## config.mk

```make
export PLATFORM = sky130hd
export DESIGN_NAME = smc_top
export DESIGN_NICKNAME = d
export VERILOG_FILES = /design/src/design/smc_pkg.sv /design/src/design/smc_det_if.sv /design/src/design/smc_sync.sv /design/src/design/smc_settle.sv /design/src/design/smc_top.sv
export VERILOG_INCLUDE_DIRS = /design/src /design/src/design
export SDC_FILE = /design/constraint.sdc
export NUM_CORES = 1
export LEC_CHECK = 0
export BUFFER_PORTS_ARGS = -buffer_cell sky130_fd_sc_hd__buf_2
export CAP_MARGIN = 30
export CORE_MARGIN = 5
export CORE_UTILIZATION = 45
export CTS_BUF_LIST = sky130_fd_sc_hd__clkbuf_16
export DETAILED_ROUTE_END_ITERATION = 7
export GPL_ROUTABILITY_DRIVEN = 0
export PLACE_DENSITY = 0.64
export SYNTH_ARGS = -nofsm -noshare
export SYNTH_HDL_FRONTEND = slang
export SYNTH_SLANG_ARGS = --single-unit
export TNS_END_PERCENT = 5
```

## constraint.sdc

```tcl
create_clock -name i_ref_clk -period 5.6 [get_ports i_ref_clk]
set_input_delay 0.56 -clock i_ref_clk [delete_from_list [all_inputs] [get_ports i_ref_clk]]
set_output_delay 0.56 -clock i_ref_clk [all_outputs]
set_load 0.02 [all_outputs]
```

## src/design/smc_map.svh

```systemverilog
// register indices, field positions, reset values and timing counts
`ifndef SMC_MAP_SVH
`define SMC_MAP_SVH

// register indices; byte address is four times the index
`define SMC_IDX_L2_STATUS 8'h31
`define SMC_IDX_DET_EN 8'h32
`define SMC_IDX_MON0_CTL 8'h38
`define SMC_IDX_IRQ_STATUS 8'h3A
`define SMC_IDX_IRQ_MASK 8'h3B
`define SMC_IDX_PROTECT 8'h3E

// detector enable register fields
`define SMC_DET_LOW_POWER_BIT 0
`define SMC_DET0_EN_BIT 5
`define SMC_DET_WR_MASK 8'hE1

// level-2 status register field
`define SMC_L2_FLAG_BIT 3

// monitor-0 control fields
`define SMC_MON0_RST_EN_BIT 0
`define SMC_MON0_BYPASS_BIT 1
`define SMC_MON0_DIV_LO 4
`define SMC_MON0_WR_MASK 8'hF7

// protection register field
`define SMC_PROT_UNLOCK_BIT 3

// reset values
`define SMC_DET_EN_RST_POR 8'h20
`define SMC_DET_EN_RST_HW_OPT 8'h00
`define SMC_MON0_RST_POR 8'hC3
`define SMC_MON0_RST_HW_OPT 8'h82

// timing
`define SMC_CLK_PERIOD_NS 32'd4
`define SMC_SETTLE_DELAY_NS 32'd100000
`define SMC_SETTLE_CYCLES \
	((`SMC_SETTLE_DELAY_NS + `SMC_CLK_PERIOD_NS - 32'd1) / `SMC_CLK_PERIOD_NS)

`endif

```

## src/design/smc_pkg.sv

```systemverilog
// shared types of the supply monitor control block
package smc_pkg;
	typedef logic [7:0] smc_reg8_t;
	typedef logic [3:0] smc_irq_vec_t;
	typedef logic [2:0] smc_det_vec_t;
endpackage

```

## src/design/smc_det_if.sv

```systemverilog
// carrier between the control logic and one detector settle timer
`timescale 1ns/10ps
interface smc_det_if;
	logic en;
	logic ready;
	logic done;
	modport timer (input en, output ready, output done);
	modport ctl (output en, input ready, input done);
endinterface

```

## src/design/smc_sync.sv

```systemverilog
// two-flop synchroniser for levels arriving from outside the clock domain
`timescale 1ns/10ps
module smc_sync #(
	parameter int W = 1
) (
	// clock and reset
	input wire logic i_ref_clk,
	input wire logic i_rst_n,
	// level in and out
	input wire logic [W-1:0] i_async,
	output logic [W-1:0] o_sync
);
	logic [W-1:0] meta_ff;

	// first stage is read only by the second
	always_ff @(posedge i_ref_clk or negedge i_rst_n) begin
		if (!i_rst_n) begin
			meta_ff <= '0;
			o_sync <= '0;
		end else begin
			meta_ff <= i_async;
			o_sync <= meta_ff;
		end
	end
endmodule

```

## src/design/smc_settle.sv

```systemverilog
// settle timer: holds a detector idle after its enable rises
`timescale 1ns/10ps
module smc_settle #(
	parameter int unsigned SETTLE_CYCLES = 1
) (
	// clock and reset
	input wire logic i_ref_clk,
	input wire logic i_rst_n,
	// link to the control logic
	smc_det_if.timer det
);
	logic [15:0] cnt_ff;

	// count enabled cycles; dropping the enable restarts the wait
	always_ff @(posedge i_ref_clk or negedge i_rst_n) begin
		if (!i_rst_n) begin
			cnt_ff <= 16'h0000;
			det.ready <= 1'b0;
			det.done <= 1'b0;
		end else if (!det.en) begin
			cnt_ff <= 16'h0000;
			det.ready <= 1'b0;
			det.done <= 1'b0;
		end else if (!det.ready) begin
			cnt_ff <= cnt_ff + 16'h0001;
			det.ready <= (cnt_ff == 16'(SETTLE_CYCLES - 1));
			det.done <= (cnt_ff == 16'(SETTLE_CYCLES - 1));
		end else begin
			det.done <= 1'b0;
		end
	end
endmodule

```

## src/design/smc_top.sv

```systemverilog
// supply monitor control registers with avalon-mm slave
//
// How it works
// - level-2 flag follows the comparator only while detector 2 is enabled
// - with detector 2 disabled the level-2 flag reads 1
// - software, watchdog and monitor-1/2 resets leave both registers alone
// - detector enable resets 00h on strap hw reset, else 20h
// - low-power bit: 0 off, 1 on; meant only for wait entry
// - three detector enable bits; reserved bits 4..1 stay zero
// - a detector starts only after settle delay following its enable
// - monitor-0 control resets 82h on strap hw reset, else C3h
// - monitor-0 reset enable: 0 disables, 1 enables
// - monitor-0 filter bit: 0 filter on, 1 filter bypassed
// - level-2 flag is read only: 0 below once settled, 1 at/above, unsettled or disabled
// - sampling select bits 5:4 divide the slow clock by 1,2,4,8
`timescale 1ns/10ps
`include "smc_map.svh"
module smc_top #(
	parameter int unsigned SETTLE_CYCLES = `SMC_SETTLE_CYCLES
) (
	// clock and reset
	input wire logic i_ref_clk,
	input wire logic i_rst_n,
	// avalon-mm slave
	input wire logic [7:0] i_avs_address,
	input wire logic i_avs_read,
	input wire logic i_avs_write,
	input wire logic [31:0] i_avs_writedata,
	input wire logic [3:0] i_avs_byteenable,
	output logic [31:0] o_avs_readdata,
	output logic o_avs_waitrequest,
	// reset sources and strap
	input wire logic i_hw_reset_req,
	input wire logic i_mon0_reset_req,
	input wire logic i_boot_detector0_option,
	// analog comparator result
	input wire logic i_level2_above,
	// detector controls
	output logic [2:0] o_detector_enable,
	output logic [2:0] o_detector_active,
	output logic o_internal_low_power_enable,
	output logic o_monitor0_reset_enable,
	output logic o_monitor0_filter_bypass,
	output logic [1:0] o_monitor0_sample_div,
	// interrupt
	output logic o_irq
);
	smc_pkg::smc_reg8_t det_en_ff;
	smc_pkg::smc_reg8_t mon0_ctl_ff;
	smc_pkg::smc_irq_vec_t irq_status_ff;
	smc_pkg::smc_irq_vec_t irq_mask_ff;
	smc_pkg::smc_det_vec_t det_done;
	smc_pkg::smc_det_vec_t det_ready;
	logic unlock_ff;
	logic l2_flag_ff;
	logic nxt_l2_flag;
	logic wait_ff;
	logic [31:0] rdata_ff;
	logic irq_ff;
	logic [2:0] sync_s;
	logic cmp2_s;
	logic hw_rst_s;
	logic mon0_rst_s;
	logic req;
	logic wr_go;
	logic rd_go;
	logic [7:0] idx;
	logic wr_det;
	logic wr_mon0;
	logic l2_fall;
	logic [31:0] nxt_rdata;

	////////////////////////////////////////////////////////////////////////
	// input synchronisers

	// pins and analog levels are asynchronous to the register clock
	smc_sync #(
		.W(3)
	) u_sync (
		.i_ref_clk(i_ref_clk),
		.i_rst_n(i_rst_n),
		.i_async({i_level2_above, i_hw_reset_req, i_mon0_reset_req}),
		.o_sync(sync_s)
	);
	assign cmp2_s = sync_s[2];
	assign hw_rst_s = sync_s[1];
	assign mon0_rst_s = sync_s[0];

	////////////////////////////////////////////////////////////////////////
	// bus decode

	// one wait cycle, then the request is taken on waitrequest low
	assign req = i_avs_read | i_avs_write;
	assign wr_go = i_avs_write & ~wait_ff;
	assign rd_go = i_avs_read & ~wait_ff;
	assign idx = {2'b00, i_avs_address[7:2]};
	assign wr_det = wr_go & i_avs_byteenable[0] & (idx == `SMC_IDX_DET_EN);
	assign wr_mon0 = wr_go & i_avs_byteenable[0]
		& (idx == `SMC_IDX_MON0_CTL);

	// waitrequest drops for one cycle per request
	always_ff @(posedge i_ref_clk or negedge i_rst_n) begin
		if (!i_rst_n) begin
			wait_ff <= 1'b1;
		end else begin
			wait_ff <= ~(req & wait_ff);
		end
	end

	// read mux; unmapped indices and reserved bits read zero
	always_comb begin
		nxt_rdata = 32'h0000_0000;
		unique case (idx)
			`SMC_IDX_L2_STATUS: nxt_rdata[`SMC_L2_FLAG_BIT] = l2_flag_ff;
			`SMC_IDX_DET_EN: nxt_rdata[7:0] = det_en_ff;
			`SMC_IDX_MON0_CTL: nxt_rdata[7:0] = mon0_ctl_ff;
			`SMC_IDX_IRQ_STATUS: nxt_rdata[3:0] = irq_status_ff;
			`SMC_IDX_IRQ_MASK: nxt_rdata[3:0] = irq_mask_ff;
			`SMC_IDX_PROTECT: nxt_rdata[`SMC_PROT_UNLOCK_BIT] = unlock_ff;
			default: nxt_rdata = 32'h0000_0000;
		endcase
	end

	// read data registered as waitrequest drops, stands with it
	always_ff @(posedge i_ref_clk or negedge i_rst_n) begin
		if (!i_rst_n) begin
			rdata_ff <= 32'h0000_0000;
		end else if (i_avs_read & wait_ff) begin
			rdata_ff <= nxt_rdata;
		end
	end

	////////////////////////////////////////////////////////////////////////
	// protection register

	// unlock bit gates both protected registers
	always_ff @(posedge i_ref_clk or negedge i_rst_n) begin
		if (!i_rst_n) begin
			unlock_ff <= 1'b0;
		end else if (wr_go & i_avs_byteenable[0]
			& (idx == `SMC_IDX_PROTECT)) begin
			unlock_ff <= i_avs_writedata[`SMC_PROT_UNLOCK_BIT];
		end
	end

	////////////////////////////////////////////////////////////////////////
	// detector enable register

	// only power-on, monitor-0 and hw resets reach this register
	// survives other resets
	always_ff @(posedge i_ref_clk or negedge i_rst_n) begin
		if (!i_rst_n) begin
			det_en_ff <= `SMC_DET_EN_RST_POR;
		end else if (mon0_rst_s) begin
			det_en_ff <= `SMC_DET_EN_RST_POR;
		end else if (hw_rst_s) begin
			det_en_ff <= i_boot_detector0_option ? `SMC_DET_EN_RST_HW_OPT
				: `SMC_DET_EN_RST_POR;
		end else if (wr_det & unlock_ff) begin
			det_en_ff <= i_avs_writedata[7:0] & `SMC_DET_WR_MASK;
		end
	end

	////////////////////////////////////////////////////////////////////////
	// monitor-0 control register

	// bit 3 is not stored; it reads zero
	always_ff @(posedge i_ref_clk or negedge i_rst_n) begin
		if (!i_rst_n) begin
			mon0_ctl_ff <= `SMC_MON0_RST_POR;
		end else if (mon0_rst_s) begin
			mon0_ctl_ff <= `SMC_MON0_RST_POR;
		end else if (hw_rst_s) begin
			mon0_ctl_ff <= i_boot_detector0_option ? `SMC_MON0_RST_HW_OPT
				: `SMC_MON0_RST_POR;
		end else if (wr_mon0 & unlock_ff) begin
			mon0_ctl_ff <= i_avs_writedata[7:0] & `SMC_MON0_WR_MASK;
		end
	end

	////////////////////////////////////////////////////////////////////////
	// settle timers, one per detector

	generate
		for (genvar g = 0; g < 3; g++) begin : g_det
			smc_det_if u_if ();
			assign u_if.en = det_en_ff[`SMC_DET0_EN_BIT + g];
			assign det_ready[g] = u_if.ready;
			assign det_done[g] = u_if.done;
			smc_settle #(
				.SETTLE_CYCLES(SETTLE_CYCLES)
			) u_settle (
				.i_ref_clk(i_ref_clk),
				.i_rst_n(i_rst_n),
				.det(u_if.timer)
			);
		end
	endgenerate

	////////////////////////////////////////////////////////////////////////
	// level-2 supply flag

	// unsettled comparator output is not trusted, so it reads 1 meanwhile
	// follow comparator when active
	// disabled detector reads 1
	// the timer sees the enable drop one edge late, so gate on both
	assign nxt_l2_flag = (det_ready[2] & det_en_ff[7]) ? cmp2_s : 1'b1;
	assign l2_fall = l2_flag_ff & ~nxt_l2_flag;

	always_ff @(posedge i_ref_clk or negedge i_rst_n) begin
		if (!i_rst_n) begin
			l2_flag_ff <= 1'b1;
		end else begin
			l2_flag_ff <= nxt_l2_flag;
		end
	end

	////////////////////////////////////////////////////////////////////////
	// interrupt status and mask

	// only bits that the read reported are cleared, so an event
	// landing while the read waits is never lost; set wins the clear
	always_ff @(posedge i_ref_clk or negedge i_rst_n) begin
		if (!i_rst_n) begin
			irq_status_ff <= 4'h0;
		end else if (rd_go & (idx == `SMC_IDX_IRQ_STATUS)) begin
			irq_status_ff <= (irq_status_ff & ~rdata_ff[3:0])
				| {l2_fall, det_done};
		end else begin
			irq_status_ff <= irq_status_ff | {l2_fall, det_done};
		end
	end

	// mask register, same layout as status
	always_ff @(posedge i_ref_clk or negedge i_rst_n) begin
		if (!i_rst_n) begin
			irq_mask_ff <= 4'h0;
		end else if (wr_go & i_avs_byteenable[0]
			& (idx == `SMC_IDX_IRQ_MASK)) begin
			irq_mask_ff <= i_avs_writedata[3:0];
		end
	end

	// level output, one cycle behind status
	always_ff @(posedge i_ref_clk or negedge i_rst_n) begin
		if (!i_rst_n) begin
			irq_ff <= 1'b0;
		end else begin
			irq_ff <= |(irq_status_ff & irq_mask_ff);
		end
	end

	////////////////////////////////////////////////////////////////////////
	// outputs, all from flops

	assign o_avs_readdata = rdata_ff;
	assign o_avs_waitrequest = wait_ff;
	assign o_irq = irq_ff;
	assign o_detector_enable = det_en_ff[7:5];
	assign o_detector_active = det_ready;
	assign o_internal_low_power_enable = det_en_ff[`SMC_DET_LOW_POWER_BIT];
	assign o_monitor0_reset_enable = mon0_ctl_ff[`SMC_MON0_RST_EN_BIT];
	assign o_monitor0_filter_bypass = mon0_ctl_ff[`SMC_MON0_BYPASS_BIT];
	assign o_monitor0_sample_div =
		mon0_ctl_ff[`SMC_MON0_DIV_LO + 1:`SMC_MON0_DIV_LO];

	////////////////////////////////////////////////////////////////////////
	// checks

	logic [15:0] det0_age_ff;

	// cycles since detector 0 was enabled, saturating
	always_ff @(posedge i_ref_clk or negedge i_rst_n) begin
		if (!i_rst_n) begin
			det0_age_ff <= 16'h0000;
		end else if (!det_en_ff[`SMC_DET0_EN_BIT]) begin
			det0_age_ff <= 16'h0000;
		end else if (det0_age_ff != 16'hFFFF) begin
			det0_age_ff <= det0_age_ff + 16'h0001;
		end
	end
endmodule

```

Word-level counts from Yosys, hierarchy flattened
Index checks and enable logic that the tools add are counted.
- add/sub/neg operators: 3
- $mul: 0
- divide/modulo/power cells: 0
- $lt $le $gt $ge: 0
- equal/unequal tests: 12
- shift operators: 0
- multiplexer cells: 31
- bitwise gates (word level): 23
- reductions and logical operators: 3
- operators with widths (kind ; number):
    2-to-1 mux 16 bit ; 6
    adder 16 x 1 -> 16 bit, second input constant ; 3
    == test 16 x 15 -> 1 bit, second input constant ; 3
    2-to-1 mux 8 bit ; 6
    == test 6 bit, second input constant ; 6
    bitwise AND 1 bit ; 14
    2-to-1 mux 1 bit ; 13
    one-hot mux 3 bit (4 select lines) ; 1
    bitwise AND 4 bit ; 2
    bitwise OR 4 bit ; 2
    one-hot mux 4 bit (2 select lines) ; 1
    2-to-1 mux 7 bit ; 1
    2-to-1 mux 6 bit ; 1
    != test 2 bit, second input constant ; 3
    one-hot mux 1 bit (6 select lines) ; 1
    nonzero test 3 bit ; 2
    2-to-1 mux 4 bit ; 1
    NOT 4 bit ; 1
    OR reduction 4 bit ; 1
    NOT 1 bit ; 3
    bitwise OR 1 bit ; 1
- flip-flop bits (word level): 96
- bits in latches: 0
- memory bits (writable): 0
- ROM bits: 0
- output and inout bits: 45
- logic and storage cells: 92
- memories: 0

Logic depth before layout (Yosys ltp)
Gate-level depths: netlist (run 1).
- word-level depth: 8
- gate-level depth with buffers: 7
- gate-level depth less buffers: 5

Cells and area by module
Synthesis (run 1) repeated with hierarchy kept, for this count alone.
- cells, all modules: 454
- area total of the unflattened synthesis: 4580.6 um^2
- modules (own cells, without submodules) (module ; times used ; cells an instance ; area an instance (um^2) ; sequential area each (um^2)):
    smc_settle ; 3 ; 93 ; 907.1 ; 450.4
    smc_top ; 1 ; 169 ; 1709.1 ; 784.5
    smc_sync ; 1 ; 6 ; 150.1 ; 150.1

Worst setup path before layout (run 1)
No wires, ideal clock.
- path kind: input to register
- from: input i_avs_address[5]
- to: register irq_mask_ff[0]
- library setup time: 125 ps
- arrival time: 1955 ps
- required time: 5475 ps
- setup slack: 3520 ps
- stages on the path: 5
- buffers on the path: 1
- cells stage by stage: clkbuf_1 -> nand2_1 -> nor2_1 -> nor4b_1 -> mux2_2
- longest elaborated chain between the ends: 2
- RTL lines (item ; line ; source):
    start: declaration ; smc_top.sv:25 ; input wire logic [7:0] i_avs_address,
    == test 6 bit ; - ;
    bitwise AND 1 bit ; smc_top.sv:238 ; end else if (wr_go & i_avs_byteenable[0]
    end signal: assignment ; smc_top.sv:240 ; irq_mask_ff <= i_avs_writedata[3:0];
    end: declaration ; smc_top.sv:51 ; smc_pkg::smc_irq_vec_t irq_mask_ff;
No other way between the ends.
A chain may end at the register's enable or synchronous reset.

Worst setup path in the final report (run 1)
- from: register g_det[2].u_settle.det.ready
- to: register g_det[2].u_settle.cnt_ff[15]
- longest elaborated chain between the ends: 1
- RTL lines (item ; line ; source):
    start: declaration ; smc_det_if.sv:7 ; modport timer (input en, output ready, output done);
    start signal: assignment ; smc_settle.sv:26 ; det.ready <= (cnt_ff == 16'(SETTLE_CYCLES - 1));
    != test 2 bit (no line) ; - ;
    end signal: assignment ; smc_settle.sv:25 ; cnt_ff <= cnt_ff + 16'h0001;
    end: declaration ; smc_settle.sv:12 ; logic [15:0] cnt_ff;
No other way between the ends.

==> results.md, run 1 <==
* Status: complete, no violations
* Worst slew pin tran at 0.836 ns
* H-tree Lvls at 3
* HP Class: in -> async
* DR iter-0 viols at 119
* Pre-CTS WS at 3.21 ns
* Sw frac at 24.5%
* Tcrit/Tclk final at 36.2%
* # Max-Cap Violations at 0
* Routed WL per cell at 14.3 um
* CTS root buffer: clkbuf_16
* Int Power at 1.06 mW
* Top cell type's share of synthesized area at 46.4%
* Slew margin rel. at 43.7%
* Final setup margin at 3.57 ns
* Detailed placement HPWL at 6340 um
* Vias in the first global route at 3097
* Hold_buf cts at 0
* Bufs on Longest Clock Path at 2
* Ant diodes at 0
* Layout area overhead at 10.1%
* Count of input and output buffers at 43
* Setup violations, final at 0
* CP Buf/Inv Count at 0
* Crit Path Category: reg -> reg
* Post-synth top flop: dfrtp_1
* Area of all placed cells without fillers at 4980 um^2
* IO Count at 97
* Synth area leaders: dfrtp_1 46%, buf_4 5.3%, dfstp_2 4.1%, nand2_1 3.7%, nor2_1 3.6%
* EDFF count, synth at 0
* WP data arrival at 2.27 ns
* Die area at 12200 um^2
* Cell taking the most area after synthesis: dfrtp_1
* CTS tree: built
* Crit. End Element: flop
* Most common cell in the netlist: dfrtp_1
* Syn Inst Count at 453
* RSZ-0062 raised after global routing: no
* Final core occ at 51.0%
* Mapped Area at 4530 um^2
* Count of different cell masters after synthesis at 49
* Sequential power share at 49.9%
* PnR Total Power at 1.40 mW
* Top Family by Delay on Critical Path: simple AND/OR/NAND/NOR gates
* Detailed Route WL at 8920 um
* Die W at 110 um
* Yosys reg bits at 91
* Pleak at 2.25 nW
* Vias per inst at 5.25
* Ys Warns at 0
* Initial antenna violation count at 0
* PD cells at 282 nW/um^2
* Critical path, cell by cell: and2_1 -> or4_4 -> or4_1 -> a21oi_1
* CTS buffer count at 9
* First-pass DRT Iterations at 4
* Fraction of layout cells with a size suffix above 1 at 16.2%
* CP max stage delay at 0.59 ns
* Combinational Power Share at 6.9%
* Core Area at 9770 um^2
* Die Ht at 110 um
* Resize count post-CTS at 0
* Congestion Overflow GR at 0
* VDD IR-drop max at 130 uV
* GRT Resource Usage Total at 15.8%
* Count of pins over their slew limit at 0
* Skew final at 0.00954 ns
* Reg clk slew, reported paths at 0.06 ns
* Crit start category: flop
* Final ANT Viol Nets at 0
* Maximum clock rate at 0.494 GHz
* WP data required at 5.85 ns
* Vias at 3265
* Post-CTS Setup Bufs at 0
* Hold Violations, Final at 0
* Top cells by count, synth: 84 x dfrtp_1, 45 x nand2_1, 43 x nor2_1, 32 x buf_4, 20 x o21ai_0
* Psw at 344 uW
* DRC Markers at 0
* Ys async rst share at 100%
* Initial cell density of the core at 46.3%
* First-pass GRT wire length at 15200 um
* Fin Setup TNS at 0 ns
* Final layout net count at 539
* Post-DP Area at 4680 um^2
* Min Tclk post-route at 2.03 ns
* Worst-path fanout max at 10
* Clock power share at 43.2%
* Worst-skew pair later-pin latency at 0.33 ns
* Largest net degree at the start of global routing at 67
* Post-synthesis sequential area ratio at 50.5%
* CTS sink cnt at 91
* Row count at 36
* Mean post-synth cell area at 9.99 um^2
* Slowest CP cell: or4_4
-- flip-flops by register name, indices dropped and copies added (netlist names) --
register,flops
g_det.u_settle.det.ready,3
det_en_ff,4
irq_mask_ff,4
l2_flag_ff,1
unlock_ff,1
irq_status_ff,4
u_sync.o_sync,3
o_avs_waitrequest,1
u_sync.meta_ff,3
o_irq,1
mon0_ctl_ff,7
o_avs_readdata,8
g_det.u_settle.cnt_ff,48
g_det.u_settle.det.done,3
-- worst paths after layout --
| path | depth (start not counted) | startpoint | end | slack (ns) |
|---|---|---|---|---|
| setup / recovery | 4 | g_det[2].u_settle.det.ready | g_det[2].u_settle.cnt_ff[15] | 3.57 |
| hold / removal | 1 | i_rst_n | g_det[2].u_settle.cnt_ff[5] | 0.12 |
| setup reg to reg | 4 | g_det[2].u_settle.det.ready | g_det[2].u_settle.cnt_ff[15] | 3.57 |
| hold reg to reg | 0 | u_sync.meta_ff[2] | u_sync.o_sync[2] | 0.36 |
| max in group asynchronous | 2 | i_rst_n | o_avs_readdata[6] | 4.37 |
| min in group i_ref_clk | 1 | i_mon0_reset_req | u_sync.meta_ff[0] | 0.33 |
-- routing by layer --
metal,vias to the layer above,GRT usage (%),share of wire [%]
li1,1606,-,-
met4,0,4.49,0.90
met1,1571,22.5,48
met3,7,3.44,5.7
met5,-,0,0
met2,81,24.4,45
-- cells by family (layout without fill, tap and decap cells) --
group           count (synthesis)  count (layout)  synth area share (%)
compound gates                 65              65                  8.96
xor+xnor                       24              24                  4.64
fa+ha+maj                       3               3                 0.829
buf+inv                        59              72                  8.10
flops                          91              91                  50.5
mux                            22              22                  5.06
other cells                     1              24                0.0828
simple gates                  188             188                  21.8
-- through the flow --
stage	instances	hold slack, ns
detailed placement	606	0.352
floorplan	476	0.264
global route	622	0.146
finish	622	0.124
global placement	606	0.335
CTS	622	0.131
-- power by group through the flow --
stage	clock network (mW)	logic (mW)	registers, mW
2_1_floorplan	0	0.0744	0.709
3_3_place_gp	0	0.0956	0.712
3_5_place_dp	0	0.0975	0.713
4_1_cts	0.620	0.0982	0.700
5_1_grt	0.648	0.111	0.704
6_report	0.606	0.0970	0.700
-- layout by cell type (no fill, tap or decap), types with 4 or more instances in the layout --
master / n
a21o_1: 7
a21oi_1: 19
a22oi_1: 7
and2_1: 4
and3_1: 5
buf_2: 42
clkbuf_16: 9
conb_1: 24
dfrtp_1: 84
dfstp_2: 7
inv_1: 10
mux2_2: 7
mux2i_1: 15
nand2_1: 45
nand3_1: 15
nand3b_1: 4
nand4_1: 13
nor2_1: 43
nor2b_1: 4
nor3_1: 7
nor4_1: 13
nor4b_1: 4
o21ai_0: 20
o31ai_1: 4
or3_1: 10
or4_1: 7
xnor2_1: 12
xor2_1: 12
-- final cells by class --
class	count	area, um^2
Fill cell	921	4790
Sequential cell	91	2290
Multi-Input combinational cell	326	1960
Clock buffer	9	225
Timing Repair Buffer	44	225
Tap cell	133	166
Clock inverter	7	75.1
Inverter	12	45.0
Power figures use the tool's default switching activity.
==> run 2, diff against run 1 <==
clock period = 2.1 ns   (was 5.6 ns; I/O delays follow)
==> results.md, run 2 (synthesis gave the netlist of run 1 again) <==
* Area occupied by multi-input gates at 1960 um^2
* Routed WL per cell at 14.3 um
* Final core occ at 52.5%
* Maximum clock rate at 0.518 GHz
* Die area at 12200 um^2
* CTS tree: built
* R2r setup slk at 0.17 ns
* WP data arrival at 2.19 ns
* Post-DP Area at 4770 um^2
* PD cells at 751 nW/um^2
* Grt met1 use at 22.5%
* Detailed placement HPWL at 6580 um
* CTS root buffer: clkbuf_16
* Largest net degree at the start of global routing at 38
* Vias at 3328
* Met2 Track Usage GR at 26.6%
* Reg clk slew, reported paths at 0.06 ns
* FF/Latch Area at 2290 um^2
* Status: complete, no violations
* RSZ-0062 raised after global routing: no
* Skew final at 0.00593 ns
* Tcrit/Tclk final at 91.9%
* Min Tclk post-route at 1.93 ns
* Most used cell, CP: or4_1
* Global route hottest layer: met2
* Row count at 36
* Final ANT Viol Nets at 0
* H-tree Lvls at 3
* Slowest CP cell: or4_1
* Setup violations, final at 0
* CTS buffer count at 9
* Die W at 110 um
* Critical path, cell by cell: nand4_1 -> or4_1 -> or4_1 -> a21oi_1
* GR Util met3 at 2.80%
* CP max stage delay at 0.62 ns
* First-pass DRT Iterations at 4
* WP data required at 2.36 ns
* DR iter-0 viols at 157
* Fin Setup TNS at 0 ns
* Resize count post-CTS at 0
* Pleak at 2.34 nW
* Core Area at 9770 um^2
* Max reg flops at 48
* Most frequent cells in the layout: 84 x dfrtp_1, 45 x nand2_1, 43 x nor2_1
* Vias in the first global route at 3303
* Count of pins over their slew limit at 0
* Area of all placed cells without fillers at 5130 um^2
* Initial cell density of the core at 46.3%
* HP Class: in -> reg
* Fraction of layout cells with a size suffix above 1 at 17.7%
* Count of input and output buffers at 43
* Layout area overhead at 13.3%
* Hold Violations, Final at 0
* VDD IR-drop max at 378 uV
* DRC Markers at 0
* Final layout net count at 553
* Detailed Route WL at 9120 um
* Worst-skew pair later-pin latency at 0.34 ns
* First-pass GRT wire length at 15800 um
* # Max-Cap Violations at 0
* Commonest non-fill, non-tap cell in the layout: dfrtp_1
* IO Count at 97
* CTS sink cnt at 91
* GRT Resource Usage Total at 16.5%
* Congestion Overflow GR at 0
* Crit. End Element: flop
* Initial antenna violation count at 0
* Worst-path fanout max at 7
* Bufs on Longest Clock Path at 2
* Largest Register: g_det.u_settle.cnt_ff
* Crit start category: flop
* Ant diodes at 0
* Crit Path Category: reg -> reg
* Vias per inst at 5.23
* Die Ht at 110 um
* Fill cell count at 927
## run 2: cell types whose count changed in the layout (fill, tap and decap cells not counted)
cell,before,now
bufinv_16,1,2
dlygate4sd3_1,0,4
inv_6,2,1
clkinvlp_4,2,0
clkinv_2,0,2
buf_4,2,11
buf_12,0,1
## run 2: through the flow
step | instances | power [mW] | hold WS [ns] | setup slack (ns)
after floorplan | 476 | 2.09 | -0.0856 | 0.154
after global placement | 616 | 2.16 | 0.198 | 0.232
after detailed placement | 616 | 2.17 | 0.207 | 0.196
after CTS | 636 | 3.90 | 0.0322 | 0.184
after global routing | 636 | 4.02 | 0.0609 | 0.0873
final | 636 | 3.85 | 0.0437 | 0.171
## run 2: layer usage
layer	up-vias	routed length (um)
met3	10	440
met2	74	4180
met5	-	0
li1	1640	-
met1	1604	4360
met4	0	133
## run 2: final timing paths
path,endpoint,cells past startpoint,startpoint
max,g_det[0].u_settle.cnt_ff[15],4,g_det[0].u_settle.cnt_ff[3]
min,o_avs_waitrequest,2,i_avs_write
max reg2reg,g_det[0].u_settle.cnt_ff[15],4,g_det[0].u_settle.cnt_ff[3]
min reg2reg,u_sync.o_sync[2],0,u_sync.meta_ff[2]
max in group asynchronous,g_det[2].u_settle.cnt_ff[10],3,i_rst_n
min in group asynchronous,g_det[2].u_settle.cnt_ff[5],2,i_rst_n
## run 2: repair_timing
action	in CTS	in global routing
buffers inserted	0	0
endpoints found under the hold margin	35	0
hold buffers	4	0
## run 2: worst max-delay path: cells and delay by family, from the launching register on
kind	cells	cell delay, ns
AO/OA/AOI/OAI	1	0.16
flip-flops	1	0.45
AND/OR/NAND/NOR	3	1.25
## run 2: layout make-up
type	count	area share [%]
clock inverters	7	1.78
inverters	12	0.878
multi-input cells	326	38.2
well taps	133	3.25
clock buffers	9	4.39
flip-flops and latches	91	44.6
repair buffers	58	6.88
## run 2: report_power, final
group	switching, mW	leakage (nW)	internal, mW
logic	0.176	0.952	0.0961
registers	0.0551	1.23	1.81
clock network	0.672	0.157	1.04
total	0.902	2.34	2.95
==> run 3, diff against run 2 <==
RECOVER_POWER = 25   (was default)
==> results.md, run 3 (synthesis gave the netlist of run 1 again) <==
* Status: complete, no violations
* Skew final at 0.00673 ns
* Final setup margin at 0.170 ns
* Pleak at 2.32 nW
* Crit Path Category: reg -> reg
* Count of pins over their slew limit at 0
* Initial cell density of the core at 46.3%
* Layout area overhead at 12.8%
* CTS buffer count at 9
* Detailed placement HPWL at 6580 um
* FF/Latch Area at 2290 um^2
* Bufs on Longest Clock Path at 2
* Vias per inst at 5.25
* CTS tree: built
* Die Ht at 110 um
* Most frequent cells in the layout: 84 x dfrtp_1, 45 x nand2_1, 43 x nor2_1
* Resize count post-CTS at 0
* CTS sink cnt at 91
* Vias in the first global route at 3303
* Commonest non-fill, non-tap cell in the layout: dfrtp_1
* Crit. End Element: flop
* Worst slew pin tran at 0.903 ns
* Hold Violations, Final at 0
* Min Tclk post-route at 1.93 ns
* DRC Markers at 0
* Setup crit end: g_det[0].u_settle.cnt_ff[15]
* Core Area at 9770 um^2
* Slew margin rel. at 39.8%
* CTS root buffer: clkbuf_16
* # Max-Cap Violations at 0
* Worst r2r path cells at 4
* Largest Register: g_det.u_settle.cnt_ff
* Initial antenna violation count at 0
* Area occupied by multi-input gates at 1960 um^2
* Die area at 12200 um^2
* Crit start category: flop
* Fill cell count at 933
* Worst R2R End: g_det[0].u_settle.cnt_ff[15]
* Final layout net count at 553
* Final ANT Viol Nets at 0
* Largest net degree at the start of global routing at 38
* WP data required at 2.36 ns
* FF-to-FF Start: g_det[0].u_settle.cnt_ff[3]
* Maximum clock rate at 0.518 GHz
* Congestion Overflow GR at 0
* VDD IR-drop max at 381 uV
* PD cells at 753 nW/um^2
* Max reg flops at 48
* Hold WS at 0.0492 ns
* Fin Setup TNS at 0 ns
* R2r setup slk at 0.17 ns
* RSZ-0062 raised after global routing: no
* Hold path depth at 2
* Worst-path fanout max at 7
* Reg clk slew, reported paths at 0.06 ns
* DR iter-0 viols at 177
* Vias at 3342
* IO Count at 97
* H-tree Lvls at 3
* Worst-skew pair later-pin latency at 0.34 ns
* Worst Setup SP: g_det[0].u_settle.cnt_ff[3]
* Fraction of layout cells with a size suffix above 1 at 16.9%
* Setup violations, final at 0
* WP data arrival at 2.19 ns
* Die W at 110 um
* Tcrit/Tclk final at 91.9%
* Routed WL per cell at 14.3 um
* Ant diodes at 0
* First-pass DRT Iterations at 4
* First-pass GRT wire length at 15800 um
* GRT Resource Usage Total at 16.5%
* Detailed Route WL at 9120 um
* Count of input and output buffers at 43
* HP Class: in -> reg
* Pre-CTS WS at 0.196 ns
* Row count at 36
## run 3: cell count changes in the layout (fill, tap and decap cells not counted), sizes merged
cell	delta
buf	-4
clkbuf	+4
## run 3: worst min-delay path by stage
| stage | from | endpoint | slack, ns |
|---|---|---|---|
| 6_report | i_avs_write | o_avs_waitrequest | 0.05 |
| 5_1_grt | i_avs_write | o_avs_waitrequest | 0.07 |
| 4_1_cts | i_avs_write | o_avs_waitrequest | 0.03 |
| 3_5_place_dp | i_rst_n | g_det[2].u_settle.cnt_ff[0] | 0.21 |
| 3_3_place_gp | i_rst_n | g_det[2].u_settle.cnt_ff[5] | 0.20 |
| 2_1_floorplan | i_rst_n | det_en_ff[0] | -0.09 |
## run 3: power by group
group / internal [mW] / switching [mW] / leakage [nW]
Clock: 1.04 / 0.672 / 0.157
Combinational: 0.0928 / 0.175 / 0.938
Sequential: 1.81 / 0.0551 / 1.23
## run 3: area by class of cell
cell class	instances	share of cell area (%)
multi-input combinational	326	38.4
clock inverter	7	1.79
clock buffer	9	4.41
tap	133	3.26
timing repair buffer	58	6.52
sequential	91	44.8
inverter	12	0.882
## run 3: metal layers
layer | vias to the layer above | routed length (um) | GRT usage [%]
li1 | 1645 | - | -
met1 | 1609 | 4320 | 22.5
met2 | 78 | 4200 | 26.6
met3 | 10 | 468 | 2.80
met4 | 0 | 122 | 6.24
met5 | - | 0 | 0
## run 3: metrics by stage
stage               area [um^2]  cells  utilization (%)  power (mW)
floorplan                  4610    476                -        2.09
finish                     5110    636             52.3        3.85
CTS                        5130    636             52.5        3.90
global route               5110    636             52.3        4.01
detailed placement         4770    616             48.8        2.17
global placement           4770    616             48.8        2.16
## run 3: worst max-delay path: stages (launching register included)
cell and delay, ns:
dfrtp_1 0.45, nand4_1 0.19, or4_1 0.62, or4_1 0.44, a21oi_1 0.16
## run 3: what timing repair did
action / in CTS / in global routing
setup buffers: 0 / 0
hold buffers: 4 / 0
endpoints found under the hold margin: 35 / 0
